==> src/design/lpfs_pkg.sv <==
package lpfs_pkg;

   // ==========================================
   // Register bus
   localparam int ADDR_W = 16;
   localparam int DATA_W = 16;
   localparam logic [15:0] PULLDOWN_ADDR = 16'h0468;
   localparam logic [15:0] PIN_SELECT_ADDR = 16'h0c1a;
   localparam logic [15:0] PANEL_CONFIG_ADDR = 16'h0800;
   localparam logic [15:0] PIN_DATA_ADDR = 16'h0c20;
   localparam logic [15:0] UPPER_DIR_ADDR = 16'h0c22;

   // ==========================================
   // Writable bits and reset values
   localparam logic [15:0] PIN_SELECT_MASK = 16'h03fc;
   localparam logic [15:0] PULLDOWN_MASK = 16'h3f1e;
   localparam logic [15:0] PANEL_CONFIG_MASK = 16'h0780;
   localparam logic [15:0] PIN_DATA_MASK = 16'h03ff;
   localparam logic [15:0] UPPER_DIR_MASK = 16'h003f;
   localparam logic [15:0] PIN_SELECT_RESET = 16'h0000;
   localparam logic [15:0] PULLDOWN_RESET = 16'h0000;
   localparam logic [15:0] PANEL_CONFIG_RESET = 16'h0000;
   localparam logic [15:0] PIN_DATA_RESET = 16'h0000;
   localparam logic [15:0] UPPER_DIR_RESET = 16'h0000;

   // ==========================================
   // Field positions
   localparam int SEL_FIRST_LSB = 2;
   localparam int SEL_W = 2;
   localparam int PD_SHARED_LSB = 1;
   localparam int PD_UPPER_LSB = 8;
   localparam int WIDTH_LSB = 8;
   localparam logic [2:0] WIDTH_24BIT = 3'h3;
   localparam int PANEL_TFT_BIT = 7;
   localparam int SHARED_OUT_LSB = 0;
   localparam int UPPER_OUT_LSB = 4;
   localparam int SHARED_PINS = 4;
   localparam int UPPER_PINS = 6;
   localparam int LOW_DATA_W = 18;
   localparam int PANEL_DATA_W = 24;

   // ==========================================
   // Types
   typedef enum logic [1:0] {FUNC_GEN_IN, FUNC_PANEL, FUNC_GEN_OUT, FUNC_SERIAL} lpfs_func_e;
   typedef enum logic [2:0] {
      RSEL_NONE, RSEL_PULLDOWN, RSEL_PIN_SELECT, RSEL_PANEL_CONFIG, RSEL_PIN_DATA, RSEL_UPPER_DIR
   } lpfs_rsel_e;

   typedef struct packed {
      logic [PANEL_DATA_W-1:0] data;
      logic frame;
      logic line;
      logic shift;
      logic display_enable;
      logic backplane_bias;
   } lpfs_timing_s;

   typedef struct packed {
      logic right_shift_start;
      logic left_shift_start;
      logic polarity_reverse;
      logic gate_clock_control;
   } lpfs_ctrl_s;

   typedef struct packed {
      logic [SHARED_PINS-1:0] out;
      logic [SHARED_PINS-1:0] oe;
   } lpfs_serial_s;

endpackage

==> src/design/lpfs_pin_select.sv <==
`timescale 1ns/1ps
module lpfs_pin_select
   import lpfs_pkg::*;
#(
   parameter int SYNC_STAGES = 2
)
(
   input wire logic CLOCK,
   input wire logic SYS_RST,
   input wire logic [ADDR_W-1:0] REG_ADDR,
   input wire logic [DATA_W-1:0] REG_WDATA,
   input wire logic REG_WR,
   input wire logic REG_RD,
   output logic [DATA_W-1:0] REG_RDATA,
   input wire lpfs_timing_s TIMING_IN,
   input wire lpfs_ctrl_s PANEL_CTRL_IN,
   input wire lpfs_serial_s SERIAL_IN,
   output logic [SHARED_PINS-1:0] SERIAL_PIN_LEVEL,
   output logic [LOW_DATA_W-1:0] PANEL_DATA_LOW,
   output logic PANEL_FRAME_PULSE,
   output logic PANEL_LINE_PULSE,
   output logic PANEL_SHIFT_CLOCK,
   output logic PANEL_ENABLE_OR_BIAS,
   input wire logic [SHARED_PINS-1:0] SHARED_PIN_IN,
   output logic [SHARED_PINS-1:0] SHARED_PIN_OUT,
   output logic [SHARED_PINS-1:0] SHARED_PIN_OE,
   output logic [SHARED_PINS-1:0] SHARED_PIN_PULLDOWN,
   input wire logic [UPPER_PINS-1:0] UPPER_PIN_IN,
   output logic [UPPER_PINS-1:0] UPPER_PIN_OUT,
   output logic [UPPER_PINS-1:0] UPPER_PIN_OE,
   output logic [UPPER_PINS-1:0] UPPER_PIN_PULLDOWN
);

   // ==========================================
   // Elaboration checks
   generate
      if (SYNC_STAGES < 2)
      begin : g_bad_sync
         $error("SYNC_STAGES must be at least 2");
      end
   endgenerate

   // ==========================================
   // Address decode
   function automatic lpfs_rsel_e decode(input logic [ADDR_W-1:0] addr);
      unique case (addr)
         PULLDOWN_ADDR: decode = RSEL_PULLDOWN;
         PIN_SELECT_ADDR: decode = RSEL_PIN_SELECT;
         PANEL_CONFIG_ADDR: decode = RSEL_PANEL_CONFIG;
         PIN_DATA_ADDR: decode = RSEL_PIN_DATA;
         UPPER_DIR_ADDR: decode = RSEL_UPPER_DIR;
         default: decode = RSEL_NONE;
      endcase
   endfunction

   // Shared pin function mux: returns {out, oe}
   function automatic logic [1:0] shared_mux(
      input logic [1:0] sel,
      input logic gen_out,
      input logic ctrl,
      input logic ser_out,
      input logic ser_oe
   );
      unique case (lpfs_func_e'(sel))
         FUNC_GEN_IN: shared_mux = 2'h0;
         FUNC_PANEL: shared_mux = {ctrl, 1'b1};
         FUNC_GEN_OUT: shared_mux = {gen_out, 1'b1};
         FUNC_SERIAL: shared_mux = {ser_out, ser_oe};
      endcase
   endfunction

   lpfs_rsel_e wr_sel;
   lpfs_rsel_e rd_sel;
   logic [DATA_W-1:0] pulldown_reg;
   logic [DATA_W-1:0] pin_select_reg;
   logic [DATA_W-1:0] panel_config_reg;
   logic [DATA_W-1:0] pin_data_reg;
   logic [DATA_W-1:0] upper_dir_reg;
   logic [DATA_W-1:0] rdata_next;
   logic [DATA_W-1:0] rdata_reg;
   logic [SYNC_STAGES*SHARED_PINS-1:0] shared_sync_reg;
   logic [SYNC_STAGES*UPPER_PINS-1:0] upper_sync_reg;
   logic [SHARED_PINS-1:0] shared_level;
   logic [UPPER_PINS-1:0] upper_level;
   logic wide_panel;
   logic tft_panel;
   logic [SHARED_PINS-1:0] ctrl_vec;
   wire logic [SHARED_PINS-1:0] shared_out_next;
   wire logic [SHARED_PINS-1:0] shared_oe_next;

   assign wr_sel = decode(REG_ADDR);
   assign rd_sel = decode(REG_ADDR);
   assign wide_panel = (panel_config_reg[WIDTH_LSB +: 3] == WIDTH_24BIT);
   assign tft_panel = panel_config_reg[PANEL_TFT_BIT];
   assign ctrl_vec = {PANEL_CTRL_IN.right_shift_start, PANEL_CTRL_IN.left_shift_start,
                      PANEL_CTRL_IN.polarity_reverse, PANEL_CTRL_IN.gate_clock_control};

   // ==========================================
   // Configuration registers
   always_ff @(posedge CLOCK)
   begin
      if (SYS_RST)
      begin
         pin_select_reg <= PIN_SELECT_RESET;
      end
      else if (REG_WR && wr_sel == RSEL_PIN_SELECT)
      begin
         pin_select_reg <= REG_WDATA & PIN_SELECT_MASK;
      end
   end

   always_ff @(posedge CLOCK)
   begin
      if (SYS_RST)
      begin
         pulldown_reg <= PULLDOWN_RESET;
      end
      else if (REG_WR && wr_sel == RSEL_PULLDOWN)
      begin
         pulldown_reg <= REG_WDATA & PULLDOWN_MASK;
      end
   end

   always_ff @(posedge CLOCK)
   begin
      if (SYS_RST)
      begin
         panel_config_reg <= PANEL_CONFIG_RESET;
      end
      else if (REG_WR && wr_sel == RSEL_PANEL_CONFIG)
      begin
         panel_config_reg <= REG_WDATA & PANEL_CONFIG_MASK;
      end
   end

   always_ff @(posedge CLOCK)
   begin
      if (SYS_RST)
      begin
         pin_data_reg <= PIN_DATA_RESET;
      end
      else if (REG_WR && wr_sel == RSEL_PIN_DATA)
      begin
         pin_data_reg <= REG_WDATA & PIN_DATA_MASK;
      end
   end

   always_ff @(posedge CLOCK)
   begin
      if (SYS_RST)
      begin
         upper_dir_reg <= UPPER_DIR_RESET;
      end
      else if (REG_WR && wr_sel == RSEL_UPPER_DIR)
      begin
         upper_dir_reg <= REG_WDATA & UPPER_DIR_MASK;
      end
   end

   // ==========================================
   // Read port
   always_comb
   begin
      rdata_next = '0;
      if (REG_RD)
      begin
         unique case (rd_sel)
            RSEL_PULLDOWN: rdata_next = pulldown_reg;
            RSEL_PIN_SELECT: rdata_next = pin_select_reg;
            RSEL_PANEL_CONFIG: rdata_next = panel_config_reg;
            RSEL_PIN_DATA:
               rdata_next = {6'h00, upper_level, shared_level};
            RSEL_UPPER_DIR: rdata_next = upper_dir_reg;
            RSEL_NONE: rdata_next = '0;
         endcase
      end
   end

   always_ff @(posedge CLOCK)
   begin
      if (SYS_RST)
      begin
         rdata_reg <= '0;
      end
      else
      begin
         rdata_reg <= rdata_next;
      end
   end

   assign REG_RDATA = rdata_reg;

   // ==========================================
   // Pin input synchronisers
   always_ff @(posedge CLOCK)
   begin
      if (SYS_RST)
      begin
         shared_sync_reg <= '0;
         upper_sync_reg <= '0;
      end
      else
      begin
         shared_sync_reg <= {shared_sync_reg[(SYNC_STAGES-1)*SHARED_PINS-1:0], SHARED_PIN_IN};
         upper_sync_reg <= {upper_sync_reg[(SYNC_STAGES-1)*UPPER_PINS-1:0], UPPER_PIN_IN};
      end
   end

   assign shared_level = shared_sync_reg[SYNC_STAGES*SHARED_PINS-1 -: SHARED_PINS];
   assign upper_level = upper_sync_reg[SYNC_STAGES*UPPER_PINS-1 -: UPPER_PINS];
   assign SERIAL_PIN_LEVEL = shared_level;

   // ==========================================
   // Panel timing outputs
   always_ff @(posedge CLOCK)
   begin
      if (SYS_RST)
      begin
         PANEL_DATA_LOW <= '0;
         PANEL_FRAME_PULSE <= 1'b0;
         PANEL_LINE_PULSE <= 1'b0;
         PANEL_SHIFT_CLOCK <= 1'b0;
         PANEL_ENABLE_OR_BIAS <= 1'b0;
      end
      else
      begin
         PANEL_DATA_LOW <= TIMING_IN.data[LOW_DATA_W-1:0];
         PANEL_FRAME_PULSE <= TIMING_IN.frame;
         PANEL_LINE_PULSE <= TIMING_IN.line;
         PANEL_SHIFT_CLOCK <= TIMING_IN.shift;
         PANEL_ENABLE_OR_BIAS <= tft_panel ? TIMING_IN.display_enable
                                           : TIMING_IN.backplane_bias;
      end
   end

   // ==========================================
   // Shared pins
   genvar i;
   generate
      for (i = 0; i < SHARED_PINS; i++)
      begin : g_shared
         assign {shared_out_next[i], shared_oe_next[i]} =
            shared_mux(pin_select_reg[SEL_FIRST_LSB + SEL_W*i +: SEL_W],
                       pin_data_reg[SHARED_OUT_LSB + i], ctrl_vec[i],
                       SERIAL_IN.out[i], SERIAL_IN.oe[i]);
      end
   endgenerate

   // One register stage for all shared pins
   always_ff @(posedge CLOCK)
   begin
      if (SYS_RST)
      begin
         SHARED_PIN_OUT <= '0;
         SHARED_PIN_OE <= '0;
         SHARED_PIN_PULLDOWN <= '0;
      end
      else
      begin
         SHARED_PIN_OUT <= shared_out_next;
         SHARED_PIN_OE <= shared_oe_next;
         SHARED_PIN_PULLDOWN <= pulldown_reg[PD_SHARED_LSB +: SHARED_PINS];
      end
   end

   // ==========================================
   // Upper data pins
   always_ff @(posedge CLOCK)
   begin
      if (SYS_RST)
      begin
         UPPER_PIN_OUT <= '0;
         UPPER_PIN_OE <= '0;
         UPPER_PIN_PULLDOWN <= '0;
      end
      else
      begin
         UPPER_PIN_PULLDOWN <= pulldown_reg[PD_UPPER_LSB +: UPPER_PINS];
         if (wide_panel)
         begin
            UPPER_PIN_OUT <= TIMING_IN.data[PANEL_DATA_W-1:LOW_DATA_W];
            UPPER_PIN_OE <= '1;
         end
         else
         begin
            UPPER_PIN_OUT <= pin_data_reg[UPPER_OUT_LSB +: UPPER_PINS];
            UPPER_PIN_OE <= upper_dir_reg[UPPER_PINS-1:0];
         end
      end
   end

endmodule // lpfs_pin_select

==> config.mk <==
export PLATFORM = sky130hd
export DESIGN_NAME = lpfs_pin_select
export DESIGN_NICKNAME = d
export VERILOG_FILES = /design/src/design/lpfs_pkg.sv /design/src/design/lpfs_pin_select.sv
export SDC_FILE = /design/constraint.sdc
export NUM_CORES = 1
export LEC_CHECK = 0
export BUFFER_PORTS_ARGS = -buffer_cell sky130_fd_sc_hd__buf_2
export CAP_MARGIN = 0
export CELL_PAD_IN_SITES_DETAIL_PLACEMENT = 2
export CELL_PAD_IN_SITES_GLOBAL_PLACEMENT = 2
export CORE_UTILIZATION = 30
export CTS_BUF_LIST = sky130_fd_sc_hd__clkbuf_4 sky130_fd_sc_hd__clkbuf_8
export CTS_CLUSTER_SIZE = 28
export DETAILED_ROUTE_END_ITERATION = 8
export GPL_TIMING_DRIVEN = 0
export MAX_ROUTING_LAYER = met4
export PLACE_DENSITY = 0.92
export SYNTH_ARGS = -nofsm -noshare
export SYNTH_HDL_FRONTEND = slang
export SYNTH_SLANG_ARGS = --single-unit
==> constraint.sdc <==
create_clock -name CLOCK -period 1.42 [get_ports CLOCK]
set_input_delay 0.071 -clock CLOCK [delete_from_list [all_inputs] [get_ports CLOCK]]
set_output_delay 0.071 -clock CLOCK [all_outputs]
set_load 0.05 [all_outputs]
==> run metrics <==
status complete, no violations; Via density 4.835; PortBufs 151; min-delay src REG_ADDR[1]; starting density of the core between 30% and 40%; nature of the critical path endpoint flip-flop; post-synth cell types 39; fraction of registers with async set/reset 0%; Cell Rows 44; ys flop type dfxtp_1; total clock sinks between 100 and 150; vias in the first global route 5045; vias 4390; Die Y 124.7 microns; Filler cells approximately 1600; hold_ws between 0.07 and 0.08 ns; startpoint types primary input; drt initial violations 137; H-tree levels 4; RSZ-0062 raised after global routing no; largest buffer count on any clock path 2; CP max stage delay 0.47 ns; Synth Register Bits 124; Num CTS Buffers 17; Hold Path Depth 3; Mapped Avg Cell Area 9.585 sq um; Setup CP Type primary input to flip-flop; VDD IR max 0.0005026 V; DR DRC count 0; P_sw roughly 1.9 mW; R2R Path End PANEL_ENABLE_OR_BIAS; initial antenna violation count 0; max cap viols 0; Layout area overhead 47.56%; final period utilization 95.66%; Power Density 1196 nW/um^2; CTS Root Cell clkbuf_8; All-Layer GR Usage ~24%; proportion of layout cells with a drive suffix above 1 30.52%; final slew viol count 0; core area 14590 sq um; Slew HR 49.20%; Leak Pwr 2.848 nW; Gate power share a little under 9%; R2R depth 3; Net Sw Frac a little under a quarter; post-DR wirelength/cell 19.35 microns; WP depth 6; Die Wd 124.7 microns; CTS tree built; worst reg-to-reg setup slack 0.08 ns; Hold WC Path Type primary input to flip-flop; nets ~800; final WL 17.57 mm; Clock Skew 0.01132 ns; clock share of power 46.4%; Antenna Cells 0; Final Core Density 45.66%; detailed-router iteration count before antenna repair 4; clock latency on the worst-skew pair 0.44 ns; ANT nets after route 0; post-synthesis instance area 4514 sq um; FMAX approximately 740 MHz; r2r startpoint panel_config_reg[7]; dominant cells by area after synthesis dfxtp_1, nor2b_1, a21oi_1; Int Pwr 6.058 mW; Crit path max-delay family simple AND/OR/NAND/NOR gates; Hold EP REG_RDATA[0]; biggest fanout along the worst timing path 10; DIE AREA 15540 sq um; DP Wirelength 11.77 mm; sequential share of power between 40 and 50%; grt ovf 0; crit path DAT 1.68 ns; Yosys top cell area share between 50% and 60%; Worst path slowest cell nor4_4; Final Hold Violating Endpoints 0; data required time of the worst path ~1.7 ns; largest area contributor in the netlist dfxtp_1; Worst-Margin Slew between 0.7 and 0.8 ns; post-layout min period roughly 1.4 ns; largest net degree at the start of global routing 17; gpl congestion roughly 0.87; crit path buf inv count 2; number of synthesized flops with an enable pin 0; crit-path cells buf_2 -> nor4_4 -> and3_1 -> buf_4 -> nand2_1 -> a311oi_1; Final setup viols 0; I/O Pins between 150 and 200; Syn Inst Count between 400 and 500; Synth warnings 0; sequential fraction of the synthesis area 54.99%; clock-pin slew on the worst setup and hold paths roughly 0.07 ns; max reg flops 18; first-pass GRT wire length 27.90 mm
## logic make-up after synthesis
logic type      Yosys count  share of synthesized area, %
compound gates           82                         9.756
buf+inv                  38                         4.240
flops                   124                         54.99
mux                      20                         4.934
other cells               1                       0.08307
simple gates            206                         26.00
## worst reg2reg max path: cells and delay by family, from the launching register on
family	cells	cell delay, ns
buf+inv	1	0.57
flops	1	0.39
simple gates	1	0.04
mux	1	0.21
## power by group through the flow
stage | registers (mW) | logic, mW | clock network (mW)
after global placement | 3.63 | 0.530 | 0
final | 3.56 | 0.712 | 3.70
after CTS | 3.56 | 0.695 | 3.75
after global routing | 3.56 | 0.759 | 3.91
after floorplan | 3.75 | 0.188 | 0
after detailed placement | 3.63 | 0.551 | 0
## cells in the final DEF, fill, tap and decap left out, drive strengths merged, types with 2 or more instances in the layout
master	n
bufinv	5
nand2b	2
mux2	18
a21oi	41
nor4b	4
dfxtp	124
nor2b	62
a32oi	3
clkinv	5
nor2	34
buf	171
clkbuf	41
and4	3
nand3	29
and4bb	2
nor4	2
conb	2
nand4	14
nor3	10
a311oi	4
dlygate4sd3	66
nor3b	2
mux2i	2
and3	7
and2	3
o21ai	32
nand2	28
## cells in the mapped netlist (3+ instances only)
cell type  number
buf_4           9
clkbuf_1       21
a32oi_1         3
mux2_2          9
nor2b_1        62
o21ai_1         3
nor4b_1         3
nor2_1         34
a21oi_1        41
nor3_1          9
o21ai_0        29
mux2_1          9
buf_2           6
dfxtp_1       124
nand3_1        28
nand4_1        14
nand2_1        28
and4_1          3
and2_1          3
a311oi_1        4
and3_1          7
## stage by stage
stage | setup TNS (ns) | std cells | worst slack (ns) | cell area [sq um] | power, mW
finish | 0 | 908 | 0.06168 | 6661 | 7.965
global route | 0 | 908 | 0.003016 | 6661 | 8.236
CTS | 0 | 906 | 0.04324 | 6640 | 7.997
detailed placement | -15.14 | 807 | -0.4702 | 5504 | 4.186
floorplan | 0 | 472 | 0.1290 | 4518 | 3.934
global placement | -11.26 | 807 | -0.3525 | 5504 | 4.160
## how the worst max path moves through the flow
stage,from,to,slack [ns]
5_1_grt,panel_config_reg[9],UPPER_PIN_OUT[1],0.003
2_1_floorplan,REG_ADDR[0],pulldown_reg[10],0.13
3_3_place_gp,REG_ADDR[4],pin_data_reg[9],-0.35
3_5_place_dp,REG_ADDR[4],pin_data_reg[1],-0.47
6_report,REG_ADDR[0],REG_RDATA[3],0.06
4_1_cts,panel_config_reg[7],PANEL_ENABLE_OR_BIAS,0.04
## layout make-up
| class | count | area (sq um) | area share [%] |
|---|---|---|---|
| Clock inverter | 11 | 190.2 | 2.855 |
| Clock buffer | 21 | 276.5 | 4.151 |
| Inverter | 1 | 3.754 | 0.05635 |
| Tap cell | 184 | 230.2 | 3.456 |
| Multi-Input combinational cell | 310 | 1849 | 27.76 |
| Buffer | 37 | 188.9 | 2.836 |
| Timing Repair Buffer | 220 | 1439 | 21.60 |
| Sequential cell | 124 | 2484 | 37.28 |
## repair_timing
action / in CTS / in global routing
hold buffers: 66 / 0
gates resized for setup: 1 / 3
setup buffers: 1 / 2
pin swaps: 1 / 1
setup endpoints to repair: 11 / 5
hold endpoints to repair: 79 / 0
## layer usage
metal  up-vias  share of wire [%]  global-route usage [%]  wire length [microns]
met3        27                5.4                   6.314                    949
li1       2098                  -                       -                      -
met1      2119                 41                   26.31                   7198
met2       146                 52                   41.76                   9109
met4         0                1.8                   9.142                    313
met5         -                  0                       -                      0
Power figures use the tool's default switching activity.
